`src/core/aperture_regs.svh`:
```
// Constants for the video memory aperture decoder: bases, shifts, limits.
// Assumes a 32-bit host physical address and a 32-bit coprocessor address.
`ifndef APERTURE_REGS_SVH
`define APERTURE_REGS_SVH

// ****************************************************************
// Address constants
// ****************************************************************
`define SMALL_BASE_A   32'h000A_0000
`define SMALL_BASE_B   32'h000B_0000
`define SMALL_SHIFT    16
`define MEDIUM_SHIFT   20
`define LARGE_SHIFT    22
`define MEDIUM_MIN     4'h1
`define MEDIUM_MAX     4'hF
`define LARGE_MIN      10'h004
`define ZERO32         32'h0000_0000

`endif

```
`src/core/aperture_pkg.sv`:
```
// Types shared by the aperture decoder.
// Assumes nothing beyond the constants header.
`default_nettype none
package aperture_pkg;

  // Configuration written at system setup time.
  typedef struct packed {
    logic        smallSelB;    // Small window at B0000 when set.
    logic        mediumEn;     // Medium window enabled by setup.
    logic [3:0]  mediumBase;   // Medium base in 1MB units.
    logic        largeEn;      // Large window enabled by setup.
    logic [9:0]  largeBase;    // Large base in 4MB units.
    logic        slotWide;     // Card sits in a 32-bit slot.
    logic        systemWide;   // Host system is 32-bit.
    logic        sysMem16M;    // System has 16MB of memory fitted.
  } aperture_cfg_t;

  // Local video memory range for the coprocessor.
  typedef struct packed {
    logic [31:0] vmBase;       // Video memory base address.
    logic [31:0] vmSize;       // Installed video memory size in bytes.
  } vm_range_t;

  // Which window claimed a host access.
  typedef enum logic [1:0] {
    HIT_NONE,
    HIT_SMALL,
    HIT_MEDIUM,
    HIT_LARGE
  } hit_t;

endpackage : aperture_pkg
`default_nettype wire

```
`src/core/video_memory_aperture_decode.sv`:
```
// Host window decoder and coprocessor local-memory range check.
// Assumes synchronous inputs on mclk; results are registered one cycle.
`timescale 1ns/10ps
`default_nettype none
`include "aperture_regs.svh"

module video_memory_aperture_decode
  import aperture_pkg::*;
(
  input  wire logic          mclk,
  input  wire logic          reset_n,
  input  wire aperture_cfg_t cfg,
  input  wire logic          smallEnApp,
  input  wire logic [6:0]    windowIndex,
  input  wire logic          hostValid,
  input  wire logic [31:0]   hostAddr,
  input  wire vm_range_t     vmRange,
  input  wire logic          bmValid,
  input  wire logic [31:0]   bmAddr,
  output logic               hostClaim,
  output hit_t               hostHit,
  output logic [21:0]        vidAddr,
  output logic               bmLocal,
  output logic               bmMaster,
  output logic [31:0]        bmOffset
);

  // ****************************************************************
  // Window decode
  // ****************************************************************

  // Signals the combinational decode produces.
  logic        smallHit;         // Access falls in enabled small window.
  logic        mediumOk;         // Medium window may be decoded.
  logic        mediumHit;        // Access falls in medium window.
  logic        largeOk;          // Large window may be decoded.
  logic        largeHit;         // Access falls in large window.
  logic [31:0] smallBase;        // Chosen small window base.
  logic        claimNext;        // Next value of hostClaim.
  hit_t        hitNext;          // Next value of hostHit.
  logic [21:0] vidNext;          // Next value of vidAddr.

  // Checks that an address lies inside base .. base + size.
  function automatic logic in_range(input logic [31:0] a,
                                    input vm_range_t r);
    logic [32:0] top;
    top = {1'b0, r.vmBase} + {1'b0, r.vmSize};
    in_range = ({1'b0, a} >= {1'b0, r.vmBase}) && ({1'b0, a} < top);
  endfunction : in_range

  // Small window base follows the setup select.
  assign smallBase = cfg.smallSelB ? `SMALL_BASE_B : `SMALL_BASE_A;

  // Only the small window is under application control.
  assign smallHit = smallEnApp && hostValid &&
    (hostAddr[31:`SMALL_SHIFT] == smallBase[31:`SMALL_SHIFT]);

  // Medium window needs a legal base and no 16MB system memory.
  assign mediumOk = cfg.mediumEn && !cfg.sysMem16M &&
    (cfg.mediumBase >= `MEDIUM_MIN) &&
    (cfg.mediumBase <= `MEDIUM_MAX);
  assign mediumHit = mediumOk && hostValid &&
    (hostAddr[31:`MEDIUM_SHIFT] == {8'h00, cfg.mediumBase});

  // Large window needs a 32-bit slot and system, base at or above 16MB.
  assign largeOk = cfg.largeEn && cfg.slotWide && cfg.systemWide &&
    (cfg.largeBase >= `LARGE_MIN);
  assign largeHit = largeOk && hostValid &&
    (hostAddr[31:`LARGE_SHIFT] == cfg.largeBase);

  // Picks the hit window and forms the video memory offset.
  always_comb begin
    claimNext = 1'b0;
    hitNext   = HIT_NONE;
    vidNext   = 22'h00_0000;
    if (largeHit) begin
      // Large window covers all memory directly.
      claimNext = 1'b1;
      hitNext   = HIT_LARGE;
      vidNext   = hostAddr[21:0];
    end else if (mediumHit) begin
      // Index bits above 1MB steer the medium window.
      claimNext = 1'b1;
      hitNext   = HIT_MEDIUM;
      vidNext   = {windowIndex[6:5], hostAddr[19:0]};
    end else if (smallHit) begin
      // Index picks a 64KB slice of the buffer.
      claimNext = 1'b1;
      hitNext   = HIT_SMALL;
      vidNext   = {windowIndex[5:0], hostAddr[15:0]};
    end else begin
      // Not ours; the decoder ignores it.
      claimNext = 1'b0;
    end
  end

  // Registers the host decode result.
  always_ff @(posedge mclk or negedge reset_n) begin
    if (!reset_n) begin
      hostClaim <= 1'b0;
      hostHit   <= HIT_NONE;
      vidAddr   <= 22'h00_0000;
    end else begin
      hostClaim <= claimNext;
      hostHit   <= hitNext;
      vidAddr   <= vidNext;
    end
  end

  // ****************************************************************
  // Coprocessor local range
  // ****************************************************************

  // Full 32-bit compare, independent of bus width or large window.
  always_ff @(posedge mclk or negedge reset_n) begin
    if (!reset_n) begin
      bmLocal  <= 1'b0;
      bmMaster <= 1'b0;
      bmOffset <= `ZERO32;
    end else begin
      bmLocal  <= bmValid && in_range(bmAddr, vmRange);
      bmMaster <= bmValid && !in_range(bmAddr, vmRange);
      bmOffset <= bmAddr - vmRange.vmBase;
    end
  end
endmodule : video_memory_aperture_decode
`default_nettype wire

```
`config.mk`:
```
export PLATFORM = sky130hd
export DESIGN_NAME = video_memory_aperture_decode
export DESIGN_NICKNAME = d
export VERILOG_FILES = /design/src/core/aperture_pkg.sv /design/src/core/video_memory_aperture_decode.sv
export VERILOG_INCLUDE_DIRS = /design/src /design/src/core
export SDC_FILE = /design/constraint.sdc
export NUM_CORES = 1
export LEC_CHECK = 0
export BUFFER_PORTS_ARGS = -buffer_cell sky130_fd_sc_hd__buf_2
export CORE_MARGIN = 3
export CORE_UTILIZATION = 40
export CTS_BUF_LIST = sky130_fd_sc_hd__clkbuf_2
export DETAILED_ROUTE_END_ITERATION = 6
export HOLD_SLACK_MARGIN = 0.05
export PLACE_DENSITY = 0.73
export SLEW_MARGIN = 10
export SYNTH_ARGS = -nofsm -noshare
export SYNTH_HDL_FRONTEND = slang
export SYNTH_SLANG_ARGS = --single-unit
```
`constraint.sdc`:
```
create_clock -name mclk -period 0.8 [get_ports mclk]
set_input_delay 0.16 -clock mclk [delete_from_list [all_inputs] [get_ports mclk]]
set_output_delay 0.16 -clock mclk [all_outputs]
set_load 0.05 [all_outputs]
```
Word level (Yosys, flattened, before mapping)
Cells that the tools add are included.
{"block": "word_totals", "register_bits": 59, "latch_bits": 0, "mem_bits_rw": 0, "rom_bits": 0, "input_bits": 160, "wordCells": 43, "memories": 0}
{"block": "op_classes", "addsub": 2, "mul": 0, "n_div": 0, "n_lt_le_gt_ge": 5, "n_eq_ne": 3, "shifts": 0, "n_mux": 10, "n_bitwise": 0, "reduce_logical": 17}
{"cell": "22-bit two-way mux", "count": 3}
{"cell": "32-bit by 32-bit adder with 33-bit output", "count": 1}
{"cell": "32-bit by 33-bit < comparator with 1-bit output", "count": 1}
{"cell": "32-bit greater-or-equal comparator", "count": 1}
{"cell": "32-bit subtractor", "count": 1}
{"cell": "17-bit two-way mux", "count": 1}
{"cell": "16-bit by 4-bit == test with 1-bit output", "count": 1}
{"cell": "1-bit logical AND", "count": 15}
{"cell": "12-bit by 4-bit == test with 1-bit output", "count": 1}
{"cell": "10-bit == test", "count": 1}
{"cell": "10-bit by 3-bit greater-or-equal comparator with 1-bit output (second input constant)", "count": 1}
{"cell": "4-bit by 1-bit greater-or-equal comparator with 1-bit output (second input constant)", "count": 1}
{"cell": "4-bit <= comparator (second input constant)", "count": 1}
{"cell": "1-bit two-way mux", "count": 4}
{"cell": "2-bit two-way mux", "count": 2}
{"cell": "1-bit zero test", "count": 2}

Logic depth before layout (Yosys ltp)
Gate-level depths: netlist (run 1).
{"block": "logic_depth", "ltp_word": 8, "depth_mapped": 18, "mapped_depth_nobuf": 17}

Worst setup path before layout (run 1)
OpenSTA, ideal clock, no wires.
{"block": "synth_timing", "path_type": "input to register", "startpoint": "input port vmRange[0] (netlist bit)", "endpoint": "register bmLocal", "setup_time_ns": 0.067, "t_arrival_ns": 3.367, "path_slack_ns": -2.634, "path_stages": 16, "n_path_buf": 0, "cell_sequence": "ha_1 > fa_1 > a211oi_1 > o21ai_1 > a221o_1 > o211ai_2 > a311oi_1 > a211oi_2 > a21oi_1 > xnor2_1 > ha_1 > a21o_1 > a211oi_1 > o211ai_1 > a21oi_1 > o221a_1"}
{"block": "synth_between", "elab_chain_len": 4}
{"element": "from (decl)", "line": "video_memory_aperture_decode.sv:17", "source": "input wire vm_range_t vmRange,"}
{"element": "32-bit by 32-bit adder with 33-bit output", "line": "video_memory_aperture_decode.sv:47", "source": "top = {1'b0, r.vmBase} + {1'b0, r.vmSize};"}
{"element": "32-bit by 33-bit < comparator with 1-bit output", "line": "video_memory_aperture_decode.sv:48", "source": "in_range = ({1'b0, a} >= {1'b0, r.vmBase}) && ({1'b0, a} < top);"}
{"element": "1-bit logical AND", "line": "video_memory_aperture_decode.sv:48"}
{"element": "1-bit logical AND", "line": "video_memory_aperture_decode.sv:121", "source": "bmLocal <= bmValid && in_range(bmAddr, vmRange);"}
{"element": "to (signal assigned)", "line": "video_memory_aperture_decode.sv:121"}
{"element": "to (decl)", "line": "video_memory_aperture_decode.sv:23", "source": "output logic bmLocal,"}
Every way passes these cells.

Final worst setup path (run 1)
{"block": "layout_timing", "startpoint": "input port vmRange[32] (netlist bit)", "endpoint": "register bmLocal"}
{"block": "layout_between", "elab_chain_len": 4, "word_cells_on_any_way": 5, "classes_between": "1 x add/sub; 2 x order compare; 2 x reduce/logical"}
{"element": "32-bit by 32-bit adder with 33-bit output", "line": "video_memory_aperture_decode.sv:47"}
{"element": "32-bit by 33-bit < comparator with 1-bit output", "line": "video_memory_aperture_decode.sv:48"}
{"element": "1-bit logical AND *", "line": "video_memory_aperture_decode.sv:48"}
{"element": "1-bit logical AND *", "line": "video_memory_aperture_decode.sv:121"}
Every way passes the cells marked *; elsewhere a longest branch is shown, timed or not.

==> results.yml, run 1 <==
run:
  maxCapViolCount: 0
setup_path:
  critPathTopFamily: "compound AO/OA/AOI/OAI gates"
  cp.arrival_ps: 3650
  startpoint_type: "input pin"
  path_class: "input pin to flop"
  slowest_stage: "fa_2"
  slowest_delay_ps: 380
  end_kind: "flop"
  critical_path_buf_inv_count: 1
  critPathRequiredTime_ps: 1240
  crit_chain: "buf_8, ha_4, fa_2, a211oi_4, o21ai_1, a221o_1, o211ai_2, a311oi_2, a211oi_2, a21oi_1, xnor2_1, ha_1, a21o_1, a211oi_2, o211ai_1, a21oi_2, o221a_1"
  path_max_fanout: 3
  crit_top_cell: "a211oi_2"
global_routing:
  groute.usage.overall_pct: 28.00
  grt_max_degree: 60
  grt_pass1_wl_um: 38180
  gr-total-overflow: 0
  grt_pass1_vias: 7925
  antenna_found_initial: 3
timing:
  whs_ps: -43.55
  fmax_ghz: 0.3117
  setup_ws_ps: -2409
  setup_violations: 117
  hold_violations: 2
  worstMarginPinSlew_ps: 403.2
  period_needed_ps: 3209
  min_period_over_period_pct: 401.1
  rsz0062_at_grt: "yes"
  max_slew_margin_pct: 72.42
  drv_slew: 0
clock_network:
  hold_buffers: 26
  clock_tree.root_cell: "clkbuf_2"
  htree_levels: 3
  cts_made_buffers: 9
  cts_sinks: 59
  cts.path.max_buffers: 2
  path_clk_slew_ps: 190
  cts_tree: "done"
place:
  routabilityCongestion: 0.9273
  io_buffers: 218
  hpwlAfterDp_um: 18220
  place_inst: 1390
  post_dp_cell_area_um2: 9869
drt:
  drt_iter0_drc: 326
  drt-pass1-iter-count: 7
  num_vias: 7796
  routed_wl_um: 25450
  ant_nets: 0
  detail_route.wl_per_cell_um: 17.35
  drc_errors: 0
  vias_per_cell: 5.314
synth:
  ys_types: 67
  synth.yosys.warnings: 0
  syn_area_per_cell_um2: 8.537
  synth_ff_type: "dfrtp_1"
  syn_nets: 979
  synth-edff-count: 0
  synthArstFlopShare_pct: 100.0
  netlist_instances: 722
  yosys_register_bits: 59
  synth_seq_area_share_pct: 23.95
  synth.cell_area_um2: 6163
cells_and_area:
  layout_common_cells: "buf_4, buf_2, buf_6, ha_1, dfrtp_1"
  drive_above_1_share_pct: 52.85
  multi_input_area_um2: 5139
  syn2layout_area_growth_pct: 86.42
  design_area_um2: 11490
  fillers: 970
  seq_area_um2: 1476
  finalNetCount: 1531
  layout_commonest_cell: "buf_4"
  stdcell_count: 1467
floorplan:
  initial_core_util_pct: 41.62
  die_h_um: 130.1
  fp.coreArea_um2: 14810
  rows: 44
  die_area_um2: 16930
  io_pins: 219
  die_x_um: 130.1
worst_hold_path:
  hold_path_depth: 3
  hold_class: "input pin to flop"
  worstHoldStart: "windowIndex[6]"
  min_to: "vidAddr[21]"
power:
  p_per_area_nw_per_um2: 1297
  ir_drop_v: 0.0007546
  p_leak_nw: 5.927
outcome:
  violations: "hold timing, setup timing"
  status: "finished with violations"
through the flow:
step                      hold WS (ps)  utilization [%]  worst slack, ps  TNS [ps]  power [mW]
after floorplan                 -135.6                -            -2582    -48710       8.163
after global routing            -89.76            77.57            -2561    -73730       15.83
after detailed placement         185.2            66.64            -3034    -71700       11.54
after CTS                       -103.9            75.51            -2231    -62180       14.47
after global placement           184.7            66.64            -2935    -69670       11.34
final                           -43.55            77.59            -2409    -68750       14.90
final cells by class:
class / instances / share of cell area [%]
flip-flops and latches: 59 / 12.85
multi-input cells: 596 / 44.72
inverters: 56 / 2.134
clock buffers: 10 / 0.4356
repair buffers: 552 / 37.20
well taps: 184 / 2.004
clock inverters: 6 / 0.5663
diodes: 4 / 0.08712
flip-flops by register name (all words and copies together), names as in the netlist:
| register | cells |
|---|---|
| bmOffset | 32 |
| vidAddr | 22 |
| hostHit | 2 |
| bmLocal | 1 |
| bmMaster | 1 |
| hostClaim | 1 |
power by group:
| group | internal (mW) | leakage [nW] | switching, mW | total, mW |
|---|---|---|---|---|
| Sequential | 3.33 | 0.747 | 0.203 | 3.53 |
| Clock | 0.740 | 0.0723 | 1.13 | 1.87 |
| Combinational | 4.59 | 5.11 | 4.91 | 9.50 |
per-layer routing:
| metal | global-route usage, % | vias to the layer above | routed length [um] |
|---|---|---|---|
| met3 | 3.889 | 70 | 1538 |
| met2 | 48.22 | 320 | 12280 |
| met5 | 0 | - | 0 |
| met1 | 35.04 | 3646 | 10640 |
| li1 | - | 3760 | - |
| met4 | 11.80 | 0 | 997 |
worst max path at each step:
stage	cells after the start	endpoint	from
2_1_floorplan	16	bmLocal	vmRange[0]
3_3_place_gp	17	bmLocal	vmRange[32]
3_5_place_dp	18	bmMaster	vmRange[32]
4_1_cts	17	bmLocal	vmRange[32]
5_1_grt	17	bmLocal	vmRange[32]
6_report	17	bmLocal	vmRange[32]
what timing repair did:
item,4_1_cts,5_1_grt
gates resized for setup,211,55
setup endpoints to repair,114,116
gates cloned,2,0
pin swaps,77,50
buffers inserted,22,12
hold endpoints to repair,84,3
synthesized netlist by cell type (all sizes together), types with 3 or more instances:
cell      n  area share, %
a211oi   10            1.3
a21o     35            4.3
o2111ai   3           0.53
and2     20            2.0
o21bai    6           0.73
nor3     14            1.1
o211ai   11            1.4
or3       7           0.71
o21a     14            1.7
a21oi    72            6.0
xor2     37            5.3
nand3    12           0.97
a311oi    4           0.67
nor2b     9           0.91
a21boi    5           0.61
inv      56            3.4
buf       4           0.41
dfrtp    59             24
nand2    36            2.2
o21ai    38            3.2
and4      3           0.43
and3      7           0.71
ha       95             19
a2111oi   4           0.57
nand4    13            1.3
clkbuf    9           0.57
o31ai     4           0.49
nand2b   10            1.0
a211o     5           0.71
xnor2    27            3.8
or2       6           0.61
nor2     46            2.8
nor4      9            1.2
a22o      5           0.71
cell families after synthesis:
family,share of synthesized area (%)
compound gates,26.09
xor+xnor,9.095
fa+ha+maj,19.94
buf+inv,4.385
flops,23.95
simple gates,16.55
Power figures use the tool's default switching activity.
==> inputs of run 2 (changes only) <==
--- a/config.mk
+++ b/config.mk
@@ -13,6 +13,7 @@
 export DETAILED_ROUTE_END_ITERATION = 6
 export HOLD_SLACK_MARGIN = 0.05
 export PLACE_DENSITY = 0.73
+export SETUP_SLACK_MARGIN = 0.02
 export SLEW_MARGIN = 10
 export SYNTH_ARGS = -nofsm -noshare
 export SYNTH_HDL_FRONTEND = slang
==> run 2 against run 1 <==
  * The run still ends with hold timing, setup timing left
  * Fmax decreased by 0.32%
  * Routed wire length about the same
  * Die area unchanged
  * Clock power about the same
  * Global-route usage increased by 0.073 points
  * Via count increased by 0.27%
  * Hold slack improved by 6.2 ps
  * Power decreased by 0.13%
  * Count of clock-buffer cells in the layout unchanged
  * Flip-flop and latch count unchanged
  * Sequential share of layout area about the same
  * Combinational power about the same
==> results.yml, run 2 (synthesis gave the netlist of run 1 again) <==
setup_path:
  critical_path_buf_inv_count: 1
  cp.arrival_ps: 3660
  crit_chain: "buf_8, ha_4, fa_2, a211oi_4, o21ai_1, a221o_1, o211ai_2, a311oi_2, a211oi_2, a21oi_1, xnor2_1, ha_1, a21o_1, a211oi_2, o211ai_1, a21oi_2, o221a_1"
  crit_top_cell: "a211oi_2"
  end_kind: "flop"
  critPathRequiredTime_ps: 1240
  path_class: "input pin to flop"
  startpoint_type: "input pin"
  slowest_delay_ps: 390
  critPathTopFamily: "compound AO/OA/AOI/OAI gates"
  path_max_fanout: 3
  slowest_stage: "a221o_1"
timing:
  min_period_over_period_pct: 402.4
  setup_ws_ps: -2419
  tns_ps: -68910
  max_slew_margin_pct: 72.34
  period_needed_ps: 3219
  setup_violations: 117
  worstMarginPinSlew_ps: 404.4
  rsz0062_at_grt: "yes"
  whs_ps: -37.34
  fmax_ghz: 0.3107
  hold_violations: 2
  drv_slew: 0
worst_hold_path:
  min_to: "vidAddr[21]"
  hold_class: "input pin to flop"
  worstHoldStart: "windowIndex[6]"
  hold_path_depth: 3
floorplan:
  fp.coreArea_um2: 14810
  io_pins: 219
  die_x_um: 130.1
  die_area_um2: 16930
  initial_core_util_pct: 41.62
  rows: 44
  die_h_um: 130.1
global_routing:
  grt_pass1_wl_um: 38300
  gr-total-overflow: 0
  groute.usage.overall_pct: 28.07
  grt_max_degree: 60
  antenna_found_initial: 3
  grt_pass1_vias: 7934
run:
  maxCapViolCount: 0
cells_and_area:
  layout_commonest_cell: "buf_4"
  largest_reg_flops: 32
  design_area_um2: 11480
  fillers: 974
  syn2layout_area_growth_pct: 86.22
  largestRegisters: "bmOffset: 32 flops, vidAddr: 22 flops, hostHit: 2 flops"
  seq_area_um2: 1476
  multi_input_area_um2: 5139
  layout_common_cells: "buf_4, buf_2, buf_6, ha_1, dfrtp_1"
  drive_above_1_share_pct: 52.62
  largest_register: "bmOffset"
  finalNetCount: 1529
power:
  ir_drop_v: 0.0007636
  switching_share_pct: 41.92
  power_mw: 14.89
  p_per_area_nw_per_um2: 1297
  p_switching_mw: 6.240
  intPower_mw: 8.645
  combPwrFrac_pct: 63.6
  p_clk_share_pct: 12.6
  seqPwrFrac_pct: 23.7
  p_leak_nw: 5.916
clock_network:
  cts_made_buffers: 9
  path_clk_slew_ps: 190
  cts_sinks: 59
  htree_levels: 3
  hold_buffers: 26
  cts.path.max_buffers: 2
  cts_tree: "done"
  clock_tree.root_cell: "clkbuf_2"
place:
  io_buffers: 218
  routabilityCongestion: 0.9273
  hpwlAfterDp_um: 18220
  post_dp_cell_area_um2: 9869
drt:
  detail_route.wl_per_cell_um: 17.34
  num_vias: 7817
  ant_nets: 0
  drc_errors: 0
  routed_wl_um: 25440
  drt-pass1-iter-count: 5
  vias_per_cell: 5.329
  drt_iter0_drc: 313
outcome:
  violations: "hold timing, setup timing"
  status: "finished with violations"
## run 2: cell types whose count changed in the layout (fill, tap and decap cells not counted), sizes merged
cell,previous run,this run
clkbuf,10,11
diode,4,6
buf,526,523
## run 2: routing by layer
metal,track usage [%],vias to the layer above,routed length (um)
met3,3.848,74,1575
met1,35.08,3671,10580
li1,-,3756,-
met5,0,-,0
met4,11.98,0,963
met2,48.37,316,12320
## run 2: how the worst max path moves through the flow
stage | from | to | cells past startpoint
final | vmRange[32] | bmLocal | 17
after global routing | vmRange[32] | bmLocal | 17
after CTS | vmRange[32] | bmLocal | 17
after detailed placement | vmRange[32] | bmMaster | 18
after global placement | vmRange[32] | bmLocal | 17
after floorplan | vmRange[0] | bmLocal | 16
## run 2: stage by stage
stage	util, %	worst slack [ps]	cells	hold WS [ps]
after global routing	77.47	-2562	1465	-89.14
after floorplan	-	-2582	722	-135.6
after detailed placement	66.64	-3034	1390	185.2
after global placement	66.64	-2935	1390	184.7
final	77.50	-2419	1467	-37.34
after CTS	75.58	-2231	1455	-103.9
## run 2: area by class of cell
class,count,share of cell area [%]
inverters,56,2.159
well taps,184,2.006
diodes,6,0.1308
clock buffers,10,0.4361
repair buffers,550,37.07
multi-input cells,596,44.77
clock inverters,6,0.5669
flip-flops and latches,59,12.86
## run 2: repair_timing
item / CTS / global route
endpoints found under the setup margin: 115 / 117
setup buffers: 22 / 15
pin swaps: 78 / 56
gates resized for setup: 213 / 57
endpoints found under the hold margin: 84 / 3
gates cloned: 2 / 0
## run 2: power by group through the flow
stage                     combinational [mW]  clock (mW)  sequential [mW]
after floorplan                         3.40           0             4.76
after global placement                  7.84           0             3.50
after detailed placement                8.03           0             3.51
after CTS                               9.02        1.92             3.53
after global routing                    10.2        2.04             3.56
final                                   9.47        1.88             3.53
